`config.mk`:
```
export PLATFORM = sky130hd
export DESIGN_NAME = dio_route_top
export DESIGN_NICKNAME = d
export VERILOG_FILES = /design/src/verilog/dio_pkg.sv /design/src/verilog/dio_div_if.sv /design/src/verilog/dio_div.sv /design/src/verilog/dio_filt.sv /design/src/verilog/dio_route_top.sv
export SDC_FILE = /design/constraint.sdc
export NUM_CORES = 2
export LEC_CHECK = 0
export BUFFER_PORTS_ARGS = -buffer_cell sky130_fd_sc_hd__buf_4
export CAP_MARGIN = 20
export CORE_MARGIN = 5
export CORE_UTILIZATION = 45
export CTS_BUF_LIST = sky130_fd_sc_hd__clkbuf_2
export DETAILED_ROUTE_END_ITERATION = 7
export PLACE_DENSITY = 0.69
export SLEW_MARGIN = 20
export SYNTH_ARGS = -nofsm -noshare
export SYNTH_HDL_FRONTEND = slang
export SYNTH_SLANG_ARGS = --single-unit
export TNS_END_PERCENT = 5
```
`constraint.sdc`:
```
create_clock -name hclk -period 3.5 [get_ports hclk]
set_input_delay 0 -clock hclk [delete_from_list [all_inputs] [get_ports hclk]]
set_output_delay 0 -clock hclk [all_outputs]
set_load 0.05 [all_outputs]
```
`src/verilog/dio_pkg.sv`:
```
// Constants shared by the digital input and output routing block.
// Assumes one 10 MHz system clock.
package dio_pkg;

  //////////////////////////////////////////////////////////////////////////
  // Clock and timing.
  localparam int unsigned CLK_HZ = 10_000_000;
  localparam int unsigned SAMPLE_PERIOD_US = 1000;
  localparam int unsigned SAMPLE_CYCLES =
    (CLK_HZ / 1_000_000) * SAMPLE_PERIOD_US;
  localparam int unsigned F_FAST_HZ = 10_000;
  localparam int unsigned F_PWM_HZ = 2_000;
  localparam int unsigned F_SLOW_HZ = 500;
  localparam int unsigned HOLD_FAST =
    (CLK_HZ + 2 * F_FAST_HZ - 1) / (2 * F_FAST_HZ);
  localparam int unsigned HOLD_PWM =
    (CLK_HZ + 2 * F_PWM_HZ - 1) / (2 * F_PWM_HZ);
  localparam int unsigned HOLD_SLOW =
    (CLK_HZ + 2 * F_SLOW_HZ - 1) / (2 * F_SLOW_HZ);
  localparam int unsigned CNT_W = 14;

  //////////////////////////////////////////////////////////////////////////
  // Register offsets, byte addresses inside the block's window.
  localparam int unsigned ADDR_W = 8;
  localparam logic [7:0] A_OUT_CTRL = 8'h00;
  localparam logic [7:0] A_OUT_POL = 8'h04;
  localparam logic [7:0] A_MAN_EN = 8'h08;
  localparam logic [7:0] A_MAN_VAL = 8'h0c;
  localparam logic [7:0] A_CFG_NOFUNC = 8'h10;
  localparam logic [7:0] A_CFG_COMPAT = 8'h14;
  localparam logic [7:0] A_OUT_ROUTE_EN = 8'h18;
  localparam logic [7:0] A_IN_ROUTE_EN = 8'h1c;
  localparam logic [7:0] A_ROUTE_BASE = 8'h20;
  localparam logic [7:0] A_IN_SUMMARY = 8'h40;
  localparam logic [7:0] A_PWM_PERIOD = 8'h44;
  localparam logic [7:0] A_PWM_DUTY = 8'h48;
  localparam logic [7:0] A_INSEL_BASE = 8'h80;

  //////////////////////////////////////////////////////////////////////////
  // Sizes and field positions.
  localparam int unsigned N_PHYS = 16;
  localparam int unsigned N_INSEL = 32;
  localparam int unsigned N_ROUTE = 5;
  localparam int unsigned DIV_W = 6;
  localparam int unsigned LEVEL_LSB = 16;
  localparam int unsigned BRAKE_BIT = 0;
  localparam int unsigned SEL_INV_BIT = 7;
  localparam int unsigned SRC_LSB = 8;

  //////////////////////////////////////////////////////////////////////////
  // Input selector codes, without the inversion bit.
  localparam logic [6:0] IN_ZERO = 7'h00;
  localparam logic [6:0] IN_PHYS_LAST = 7'h10;
  localparam logic [6:0] IN_ENC_A = 7'h44;
  localparam logic [6:0] IN_ENC_B = 7'h45;
  localparam logic [6:0] IN_ENC_I = 7'h46;

  // Output source codes.
  localparam logic [7:0] OS_ONE = 8'h00;
  localparam logic [7:0] OS_ZERO = 8'h01;
  localparam logic [7:0] OS_ENC_FIRST = 8'h02;
  localparam logic [7:0] OS_ENC_LAST = 8'h08;
  localparam logic [7:0] OS_POS_FIRST = 8'h09;
  localparam logic [7:0] OS_POS_LAST = 8'h0f;
  localparam logic [7:0] OS_PWM = 8'h10;
  localparam logic [7:0] OS_PWM_INV = 8'h11;

  //////////////////////////////////////////////////////////////////////////
  // Reset values.
  localparam logic [31:0] RST_WORD = 32'h0000_0000;
  localparam logic [15:0] RST_HALF = 16'h0000;
  localparam logic [7:0] RST_INSEL = 8'h00;

endpackage

```
`src/verilog/dio_div_if.sv`:
```
// Connection between the top and a pulse divider.
// Assumes the source level is already in the system clock domain.
`timescale 1ns/1ps
interface dio_div_if;
  logic src;
  logic [dio_pkg::DIV_W-1:0] cnt;
  modport feed(output src, input cnt);
  modport div(input src, output cnt);
endinterface

```
`src/verilog/dio_div.sv`:
```
// Rising-edge counter whose bits are the source divided by powers of two.
// Assumes a synchronised source level on the interface.
`timescale 1ns/1ps
module dio_div (
  input wire logic hclk,
  input wire logic hresetn,
  dio_div_if.div d
);

  typedef struct packed {
    logic prev;
    logic [dio_pkg::DIV_W-1:0] cnt;
  } dio_div_state_t;

  dio_div_state_t s_r;
  dio_div_state_t s_nxt;

  always_comb begin
    s_nxt = s_r;
    s_nxt.prev = d.src;
    if (d.src && !s_r.prev) begin
      s_nxt.cnt = s_r.cnt + 1'b1;
    end
  end

  always_ff @(posedge hclk or negedge hresetn) begin
    if (!hresetn) begin
      s_r <= '0;
    end else begin
      s_r <= s_nxt;
    end
  end

  assign d.cnt = s_r.cnt;

endmodule

```
`src/verilog/dio_filt.sv`:
```
// Sampling filter for the physical inputs.
// Assumes synchronised inputs and a one-cycle sample tick.
`timescale 1ns/1ps
module dio_filt #(
  parameter int unsigned W = 16
) (
  input wire logic hclk,
  input wire logic hresetn,
  input wire logic tick,
  input wire logic [W-1:0] d,
  output logic [W-1:0] q
);

  typedef struct packed {
    logic [W-1:0] samp;
    logic [W-1:0] q;
  } dio_filt_state_t;

  dio_filt_state_t s_r;
  dio_filt_state_t s_nxt;

  // A level must be seen on two ticks in a row, so a change shorter than
  // one sample period never reaches the summary word.
  always_comb begin
    s_nxt = s_r;
    if (tick) begin
      s_nxt.samp = d;
      for (int i = 0; i < W; i++) begin
        if (d[i] == s_r.samp[i]) begin
          s_nxt.q[i] = d[i];
        end
      end
    end
  end

  always_ff @(posedge hclk or negedge hresetn) begin
    if (!hresetn) begin
      s_r <= '0;
    end else begin
      s_r <= s_nxt;
    end
  end

  assign q = s_r.q;

endmodule

```
`src/verilog/dio_route_top.sv`:
```
// Digital input and output routing with an AHB-Lite register slave.
// Assumes one 10 MHz clock; pins and encoder lines are asynchronous.
//
// Overview of operation
// - One input selector per summary bit; selector k drives bit k.
// - Selector 00 gives zero, 01-10 inputs 1-16, 44-46 encoder A, B, index.
// - Selector bit 7 inverts the source; 80 gives one, 81-90 inverted inputs.
// - Selectors C4, C5, C6 give inverted encoder A, B and index.
// - Output n follows control word bit 15+n.
// - Low control bits are special; bit 0 drives the brake.
// - A polarity bit turns a one into a low output level.
// - A manual bit replaces the control bit by the manual value bit.
// - Manual value bits give the level of manual outputs.
// - Configuration words one and five are storage only.
// - Output routing is on while its enable holds one.
// - While routing, polarity and manual settings are ignored.
// - Route entry one drives the PWM pin, entries two to five outputs 1-4.
// - Route entries are 16 bits: high byte source, low byte gate bit.
// - A routed output passes its source only while its gate bit is on.
// - Route bit 7 inverts the gate so that a zero switches on.
// - Source 00 is constant one and source 01 constant zero.
// - Sources 02-08 are encoder pulses divided by 1 to 64.
// - Sources 09-0F are position pulses divided by 1 to 64.
// - Source 10 is the brake PWM and 11 its inverse.
// - Routed outputs are rate limited to 10 kHz, 2 kHz and 500 Hz.
// - Input routing on one uses the selectors.
// - Inputs are sampled each millisecond; shorter pulses are ignored.
//
// The AHB-Lite slave port and the placing of the registers are this design's own decisions.
`timescale 1ns/1ps
module dio_route_top #(
  parameter int unsigned SAMPLE_CYC = dio_pkg::SAMPLE_CYCLES,
  parameter int unsigned SLOW_HOLD = dio_pkg::HOLD_SLOW
) (
  input wire logic hclk,
  input wire logic hresetn,
  input wire logic hsel,
  input wire logic [31:0] haddr,
  input wire logic [1:0] htrans,
  input wire logic hwrite,
  input wire logic [2:0] hsize,
  input wire logic [31:0] hwdata,
  input wire logic hready,
  output logic hreadyout,
  output logic hresp,
  output logic [31:0] hrdata,
  input wire logic [dio_pkg::N_PHYS-1:0] phys_in,
  input wire logic enc_a,
  input wire logic enc_b,
  input wire logic enc_index,
  input wire logic enc_pulse,
  input wire logic pos_pulse,
  output logic pwm_out,
  output logic [dio_pkg::N_ROUTE-2:0] out_pin
);

  localparam int unsigned NR = dio_pkg::N_ROUTE;
  localparam int unsigned NP = dio_pkg::N_PHYS;
  localparam int unsigned RAW_W = NP + 5;
  localparam int unsigned CW = dio_pkg::CNT_W;

  if (SAMPLE_CYC < 2 || SAMPLE_CYC >= (1 << CW)) begin : g_chk_sample
    $error("SAMPLE_CYC out of range");
  end
  if (SLOW_HOLD < 1 || SLOW_HOLD >= (1 << CW)) begin : g_chk_hold
    $error("SLOW_HOLD out of range");
  end

  typedef struct packed {
    logic [31:0] ctrl;
    logic [31:0] pol;
    logic [31:0] man_en;
    logic [31:0] man_val;
    logic [31:0] cfg_nofunc;
    logic [31:0] cfg_compat;
    logic out_route_en;
    logic in_route_en;
    logic [NR-1:0][15:0] route;
    logic [dio_pkg::N_INSEL-1:0][7:0] insel;
    logic [15:0] pwm_period;
    logic [15:0] pwm_duty;
    logic [15:0] pwm_cnt;
    logic [31:0] summary;
    logic [NR-1:0][CW-1:0] hold;
    logic [NR-1:0] pin;
    logic [RAW_W-1:0] sync1;
    logic [RAW_W-1:0] sync2;
    logic [CW-1:0] tick_cnt;
    logic tick;
    logic dp_wr;
    logic [dio_pkg::ADDR_W-1:0] dp_addr;
    logic [31:0] hrdata;
    logic hreadyout;
    logic hresp;
  } dio_top_state_t;

  dio_top_state_t s_r;
  dio_top_state_t s_nxt;
  logic [NP-1:0] phys_q;
  logic [2:0] enc_lvl;

  dio_div_if enc_if ();
  dio_div_if pos_if ();

  //////////////////////////////////////////////////////////////////////////
  // Leaf modules.

  dio_filt #(
    .W(NP)
  ) u_filt (
    .hclk,
    .hresetn,
    .tick(s_r.tick),
    .d(s_r.sync2[NP-1:0]),
    .q(phys_q)
  );

  dio_div u_enc_div (
    .hclk,
    .hresetn,
    .d(enc_if.div)
  );

  dio_div u_pos_div (
    .hclk,
    .hresetn,
    .d(pos_if.div)
  );

  assign enc_if.src = s_r.sync2[NP+3];
  assign pos_if.src = s_r.sync2[NP+4];
  assign enc_lvl = s_r.sync2[NP+2:NP];

  //////////////////////////////////////////////////////////////////////////
  // Helper functions.

  localparam int unsigned DIV_W_L = dio_pkg::DIV_W + 1;

  function automatic logic sel_input(input logic [7:0] code,
      input logic [NP-1:0] phys,
      input logic [2:0] enc);
    logic [6:0] base;
    logic v;
    base = code[6:0];
    v = 1'b0;
    if (base == dio_pkg::IN_ZERO) begin
      v = 1'b0;
    end else if (base <= dio_pkg::IN_PHYS_LAST) begin
      v = phys[4'(base - 7'h01)];
    end else if (base == dio_pkg::IN_ENC_A) begin
      v = enc[0];
    end else if (base == dio_pkg::IN_ENC_B) begin
      v = enc[1];
    end else if (base == dio_pkg::IN_ENC_I) begin
      v = enc[2];
    end else begin
      return 1'b0;
    end
    // Inversion covers C4 to C6 as well as 80 to 90.
    return v ^ code[dio_pkg::SEL_INV_BIT];
  endfunction

  function automatic logic route_val(input logic [15:0] entry,
      input logic [31:0] ctrl,
      input logic [DIV_W_L-1:0] ediv,
      input logic [DIV_W_L-1:0] pdiv,
      input logic pwm);
    logic [7:0] src;
    logic [6:0] idx;
    logic gate;
    logic v;
    src = entry[15:dio_pkg::SRC_LSB];
    idx = entry[6:0];
    gate = (idx < 7'd32) ? ctrl[idx[4:0]] : 1'b0;
    gate = gate ^ entry[dio_pkg::SEL_INV_BIT];
    if (src == dio_pkg::OS_ONE) begin
      v = 1'b1;
    end else if (src == dio_pkg::OS_ZERO) begin
      v = 1'b0;
    end else if (src <= dio_pkg::OS_ENC_LAST) begin
      v = ediv[3'(src - dio_pkg::OS_ENC_FIRST)];
    end else if (src <= dio_pkg::OS_POS_LAST) begin
      v = pdiv[3'(src - dio_pkg::OS_POS_FIRST)];
    end else if (src == dio_pkg::OS_PWM) begin
      v = pwm;
    end else if (src == dio_pkg::OS_PWM_INV) begin
      v = !pwm;
    end else begin
      v = 1'b0;
    end
    return gate & v;
  endfunction

  function automatic logic [CW-1:0] hold_of(input int unsigned i);
    if (i == 0) begin
      return CW'(dio_pkg::HOLD_PWM - 1);
    end else if (i <= 2) begin
      return CW'(dio_pkg::HOLD_FAST - 1);
    end
    return CW'(SLOW_HOLD - 1);
  endfunction

  function automatic logic [31:0] rd(input logic [7:0] a,
      input dio_top_state_t t);
    logic [31:0] v;
    v = 32'h0000_0000;
    if (a >= dio_pkg::A_INSEL_BASE) begin
      v = {24'h00_0000, t.insel[a[6:2]]};
    end else if (a >= dio_pkg::A_ROUTE_BASE && a < dio_pkg::A_IN_SUMMARY) begin
      if (a[4:2] < 3'(NR)) begin
        v = {16'h0000, t.route[a[4:2]]};
      end
    end else begin
      unique case (a)
        dio_pkg::A_OUT_CTRL: v = t.ctrl;
        dio_pkg::A_OUT_POL: v = t.pol;
        dio_pkg::A_MAN_EN: v = t.man_en;
        dio_pkg::A_MAN_VAL: v = t.man_val;
        dio_pkg::A_CFG_NOFUNC: v = t.cfg_nofunc;
        dio_pkg::A_CFG_COMPAT: v = t.cfg_compat;
        dio_pkg::A_OUT_ROUTE_EN: v = {31'h0, t.out_route_en};
        dio_pkg::A_IN_ROUTE_EN: v = {31'h0, t.in_route_en};
        dio_pkg::A_IN_SUMMARY: v = t.summary;
        dio_pkg::A_PWM_PERIOD: v = {16'h0000, t.pwm_period};
        dio_pkg::A_PWM_DUTY: v = {16'h0000, t.pwm_duty};
        default: v = 32'h0000_0000;
      endcase
    end
    return v;
  endfunction

  //////////////////////////////////////////////////////////////////////////
  // Next state.

  logic take;
  logic pwm_lvl;
  logic [DIV_W_L-1:0] ediv;
  logic [DIV_W_L-1:0] pdiv;

  assign take = hsel && hready && htrans[1] && (hsize == 3'b010);
  assign pwm_lvl = s_r.pwm_cnt < s_r.pwm_duty;
  assign ediv = {enc_if.cnt, enc_if.src};
  assign pdiv = {pos_if.cnt, pos_if.src};

  always_comb begin
    logic [4:0] b;
    logic v;
    logic r;
    b = 5'h00;
    v = 1'b0;
    r = 1'b0;
    s_nxt = s_r;
    s_nxt.sync1 = {pos_pulse, enc_pulse, enc_index, enc_b, enc_a, phys_in};
    s_nxt.sync2 = s_r.sync1;

    // Millisecond sample tick.
    if (s_r.tick_cnt == CW'(SAMPLE_CYC - 1)) begin
      s_nxt.tick_cnt = '0;
      s_nxt.tick = 1'b1;
    end else begin
      s_nxt.tick_cnt = s_r.tick_cnt + 1'b1;
      s_nxt.tick = 1'b0;
    end

    // Brake PWM: a period of zero leaves the counter parked at zero.
    if (s_r.pwm_cnt >= s_r.pwm_period) begin
      s_nxt.pwm_cnt = 16'h0000;
    end else begin
      s_nxt.pwm_cnt = s_r.pwm_cnt + 16'h0001;
    end

    // Register writes in the data phase.
    if (s_r.dp_wr) begin
      if (s_r.dp_addr >= dio_pkg::A_INSEL_BASE) begin
        s_nxt.insel[s_r.dp_addr[6:2]] = hwdata[7:0];
      end else if (s_r.dp_addr >= dio_pkg::A_ROUTE_BASE &&
          s_r.dp_addr < dio_pkg::A_IN_SUMMARY) begin
        if (s_r.dp_addr[4:2] < 3'(NR)) begin
          s_nxt.route[s_r.dp_addr[4:2]] = hwdata[15:0];
        end
      end else begin
        unique case (s_r.dp_addr)
          dio_pkg::A_OUT_CTRL: s_nxt.ctrl = hwdata;
          dio_pkg::A_OUT_POL: s_nxt.pol = hwdata;
          dio_pkg::A_MAN_EN: s_nxt.man_en = hwdata;
          dio_pkg::A_MAN_VAL: s_nxt.man_val = hwdata;
          dio_pkg::A_CFG_NOFUNC: s_nxt.cfg_nofunc = hwdata;
          dio_pkg::A_CFG_COMPAT: s_nxt.cfg_compat = hwdata;
          dio_pkg::A_OUT_ROUTE_EN: s_nxt.out_route_en = hwdata == 32'h1;
          dio_pkg::A_IN_ROUTE_EN: s_nxt.in_route_en = hwdata == 32'h1;
          dio_pkg::A_PWM_PERIOD: s_nxt.pwm_period = hwdata[15:0];
          dio_pkg::A_PWM_DUTY: s_nxt.pwm_duty = hwdata[15:0];
          default: s_nxt.ctrl = s_r.ctrl;
        endcase
      end
    end
    s_nxt.dp_wr = take && hwrite;
    s_nxt.dp_addr = haddr[dio_pkg::ADDR_W-1:0];

    // Input summary word.
    if (s_r.in_route_en) begin
      for (int k = 0; k < dio_pkg::N_INSEL; k++) begin
        s_nxt.summary[k] = sel_input(s_r.insel[k], phys_q, enc_lvl);
      end
    end else begin
      s_nxt.summary = {phys_q, 16'h0000};
    end

    // Output pins; index 0 is the PWM pin that carries the brake.
    for (int i = 0; i < NR; i++) begin
      b = (i == 0) ? 5'(dio_pkg::BRAKE_BIT)
          : 5'(dio_pkg::LEVEL_LSB + i - 1);
      v = s_r.man_en[b] ? s_r.man_val[b] : s_r.ctrl[b];
      v = v ^ s_r.pol[b];
      r = route_val(s_r.route[i], s_r.ctrl, ediv, pdiv, pwm_lvl);
      if (s_r.out_route_en) begin
        // Polarity and manual words take no part here.
        if (s_r.hold[i] != '0) begin
          s_nxt.hold[i] = s_r.hold[i] - 1'b1;
        end else if (r != s_r.pin[i]) begin
          s_nxt.pin[i] = r;
          s_nxt.hold[i] = hold_of(i);
        end
      end else begin
        s_nxt.pin[i] = v;
        s_nxt.hold[i] = '0;
      end
    end

    // Read data are formed from the next state so that a read right
    // behind a write returns the new value without a wait state.
    s_nxt.hreadyout = 1'b1;
    s_nxt.hresp = 1'b0;
    if (take && !hwrite) begin
      s_nxt.hrdata = rd(haddr[dio_pkg::ADDR_W-1:0], s_nxt);
    end
  end

  always_ff @(posedge hclk or negedge hresetn) begin
    if (!hresetn) begin
      s_r <= '0;
      s_r.hreadyout <= 1'b1;
    end else begin
      s_r <= s_nxt;
    end
  end

  //////////////////////////////////////////////////////////////////////////
  // Outputs.

  assign hreadyout = s_r.hreadyout;
  assign hresp = s_r.hresp;
  assign hrdata = s_r.hrdata;
  assign pwm_out = s_r.pin[0];
  assign out_pin = s_r.pin[NR-1:1];

endmodule

```
==> impl_metrics.toml <==
[drt]
drt_pass1_iterations = 6
avgViaCountPerCell = 6.16
drt_iter0_drc = 4014
vias = 38492
wire_per_inst_um = 25.1
routed_wl_um = 157000
drcViolationCount = 0
postRouteAntennaNets = 0

[worst_setup_path]
crit_required_ps = 4870
cpMaxStageDelayCell = "nor3_1"
worst-setup-path-type = "reg -> reg"
worst_setup_path_end_kind = "flip-flop"
rr_startpoint = "s_r[38]"
worstPathArrival_ps = 4940
crit_chain = "buf_4, nor3_1, nand2_1, mux2_2, nor2_1, a311oi_1, a21oi_1, mux4_2, o2111ai_1"
critPathLaunch = "s_r[38]"
crit_fanout = 8
critPathMaxStageDelay_ps = 630
start_kind = "flip-flop"

[timing]
fin_worst_skew_ps = 144
whs_ps = 183
tightest_slew_ps = 1160
rsz0062_at_grt = "true"
fin_crit_sh = 1.02
clock.fmax_ghz = 0.280
report.final.slew_viol_count = 0
fin_ws_ps = -76.2
setup_violations = 3
period_needed_ps = 3580
maxSlewHeadroom = 0.224
hold_viol = 0

[placement]
dpl.hpwl_um = 106000
placed_area_um2 = 51600
place.gp.congestion = 0.938
port-buffer-count = 106

[pwr]
power_leakage_nw = 24.6
p_switching_w = 0.00614
power_density_nw_per_um2 = 349
p_sw_frac = 0.317
clock_power_share = 0.336
peakVddDrop_uv = 262
p_int_w = 0.0133
p_total_w = 0.0194
p_comb_frac = 0.142
pwr-share-seq = 0.522

[cts]
clock-root-buffer = "clkbuf_2"
tritoncts = "done"
clk_transition_reported_paths_ps = 120
cts_max_level = 4
cts_buffers = 204
clk_path_buf_depth = 3
cts.sink_count = 797
clk_latency_ps = 1530

[run_status]
outcome = "finished with violations"
violations = "setup timing"

[die]
start_util = 0.454
core-area_um2 = 107000
ioPinCount = 134
die_area_um2 = 115000
die_x_um = 339
chipHeight_um = 339
rows = 120

[synthesis]
synth_flop_cell = "dfrtp_1"
synth_top_family_by_area = "multiplexers"
synth_cells = 4304
syn_area_per_cell_um2 = 11.3
synth-compound-area-share = 0.0798
yosys.area_share.xor_xnor = 0.0366
seq_area_frac_synth = 0.410
syn-num-nets = 4550
synth_area_um2 = 48600
synth_seq_cells = 797
synth-simple-area-share = 0.107
ys_types = 83
synth_top_area_frac = 0.410
synth_area_leaders = "dfrtp_1 (41%), mux2_2 (14%), mux4_2 (11%)"
yosys.area_share.adder = 0.0389
synthMuxAreaShare = 0.286
ys_warn_count = 0
synthArstFlopShare = 1.00
synth_top_area_cell = "dfrtp_1"
synth-edff-count = 0

[layout]
syn_to_final_growth_pct = 14.4
drive_above_1_share = 0.315
final_area_um2 = 55600
final_common_cell = "dfrtp_1"
final_cell_mix = "dfrtp_1 (796), mux2_2 (621), nand2_1 (297)"
nets = 4938

[grt]
grt_first_pass_wirelength_um = 239000
track_usage = 0.268
antenna_found_initial = 6
grt_pass1_vias = 39175
grt_max_degree = 123
overflow = 0

[job]
cap_violations = 0

[hold_path]
min_path_type = "in -> async"
-- metal layers --
layer	share of wire	global-route usage	up-vias
li1	-	-	16681
met1	0.40	0.351	19336
met2	0.46	0.419	2036
met3	0.10	0.0744	433
met4	0.042	0.114	6
met5	0.00027	0	-
-- path summary, 6_finish.rpt --
check	endpoint	slack, ps	cells past startpoint
hold / removal	s_r[756]	180	5
hold reg to reg	ediv[0]	320	0
setup / recovery	hrdata[3]	-80	9
max in group asynchronous	s_nxt[71]	2150	6
min in group hclk	s_r[751]	200	4
setup reg to reg	hrdata[3]	-80	9
-- worst max-delay path, delay by kind of cell, from the launching register on --
family / cells / cell delay, ps
simple gates: 3 / 1150
mux: 2 / 880
compound gates: 3 / 750
flops: 1 / 500
buf+inv: 1 / 200
-- synth_stat cells (all sizes together), types with 17 or more instances --
library cell  instances
mux2                621
o211ai               23
a32oi                26
ha                  151
o31ai                25
a31oi                21
xnor2               131
and4b                17
a21oi               182
mux4                235
inv                 166
xor2                 72
nor2b                36
buf                  72
nand3                86
clkbuf              257
nand2b               42
or3                  17
nor2                265
a211oi               20
and3                 24
nor4                 41
mux2i               163
a22oi                30
nor3                 94
nand4                30
a22o                 19
nand3b               19
o21ai               108
dfrtp               797
nand2               297
a221oi               19
nor3b                18
-- area by class of cell --
class	count	area [µm²]
Antenna cell	6	15.0
Clock buffer	291	1460
Clock inverter	67	369
Fill cell	9422	51600
Inverter	166	623
Multi-Input combinational cell	3012	26800
Sequential cell	797	19900
Tap cell	1403	1760
Timing Repair Buffer	511	4700
-- power groups by stage --
stage	logic (W)	clock network, W	registers [W]
5_1_grt	0.00297	0.00717	0.0102
2_1_floorplan	0.00175	0	0.0100
6_report	0.00275	0.00652	0.0101
3_3_place_gp	0.00245	0	0.0103
4_1_cts	0.00272	0.00667	0.0101
3_5_place_dp	0.00251	0	0.0103
-- sequential cells by signal (all words and copies together), names as in the netlist, 3 cells and up --
signal           cells
out_pin              4
enc_lvl              3
u_filt.s_r          16
u_pos_div.d.cnt      6
s_nxt               21
u_enc_div.d.cnt      6
hrdata              32
s_r                688
u_filt.q            16
-- stage by stage --
step           std cells   util  setup TNS [ps]  setup WS (ps)
6_report            6253  0.519            -109          -76.2
5_1_grt             6251  0.519            -134          -66.8
4_1_cts             6246  0.518               0           67.4
3_5_place_dp        5680  0.481               0            101
3_3_place_gp        5680  0.481               0            117
2_1_floorplan       4304      -               0            177
-- repair_timing --
action / in CTS / in global routing
hold buffers: 208 / 1
endpoints found under the setup margin: 0 / 38
buffers inserted: 0 / 0
hold endpoints to repair: 1421 / 1
resized for setup: 0 / 12
-- cells by family (layout without fill, tap and decap cells) --
group	count (synthesis)	in the layout
compound gates	586	586
xor+xnor	203	203
fa+ha+maj	151	151
buf+inv	495	1035
flops	797	797
mux	1019	1019
other cells	2	8
simple gates	1051	1051
(Power assumes the default switching activity.)
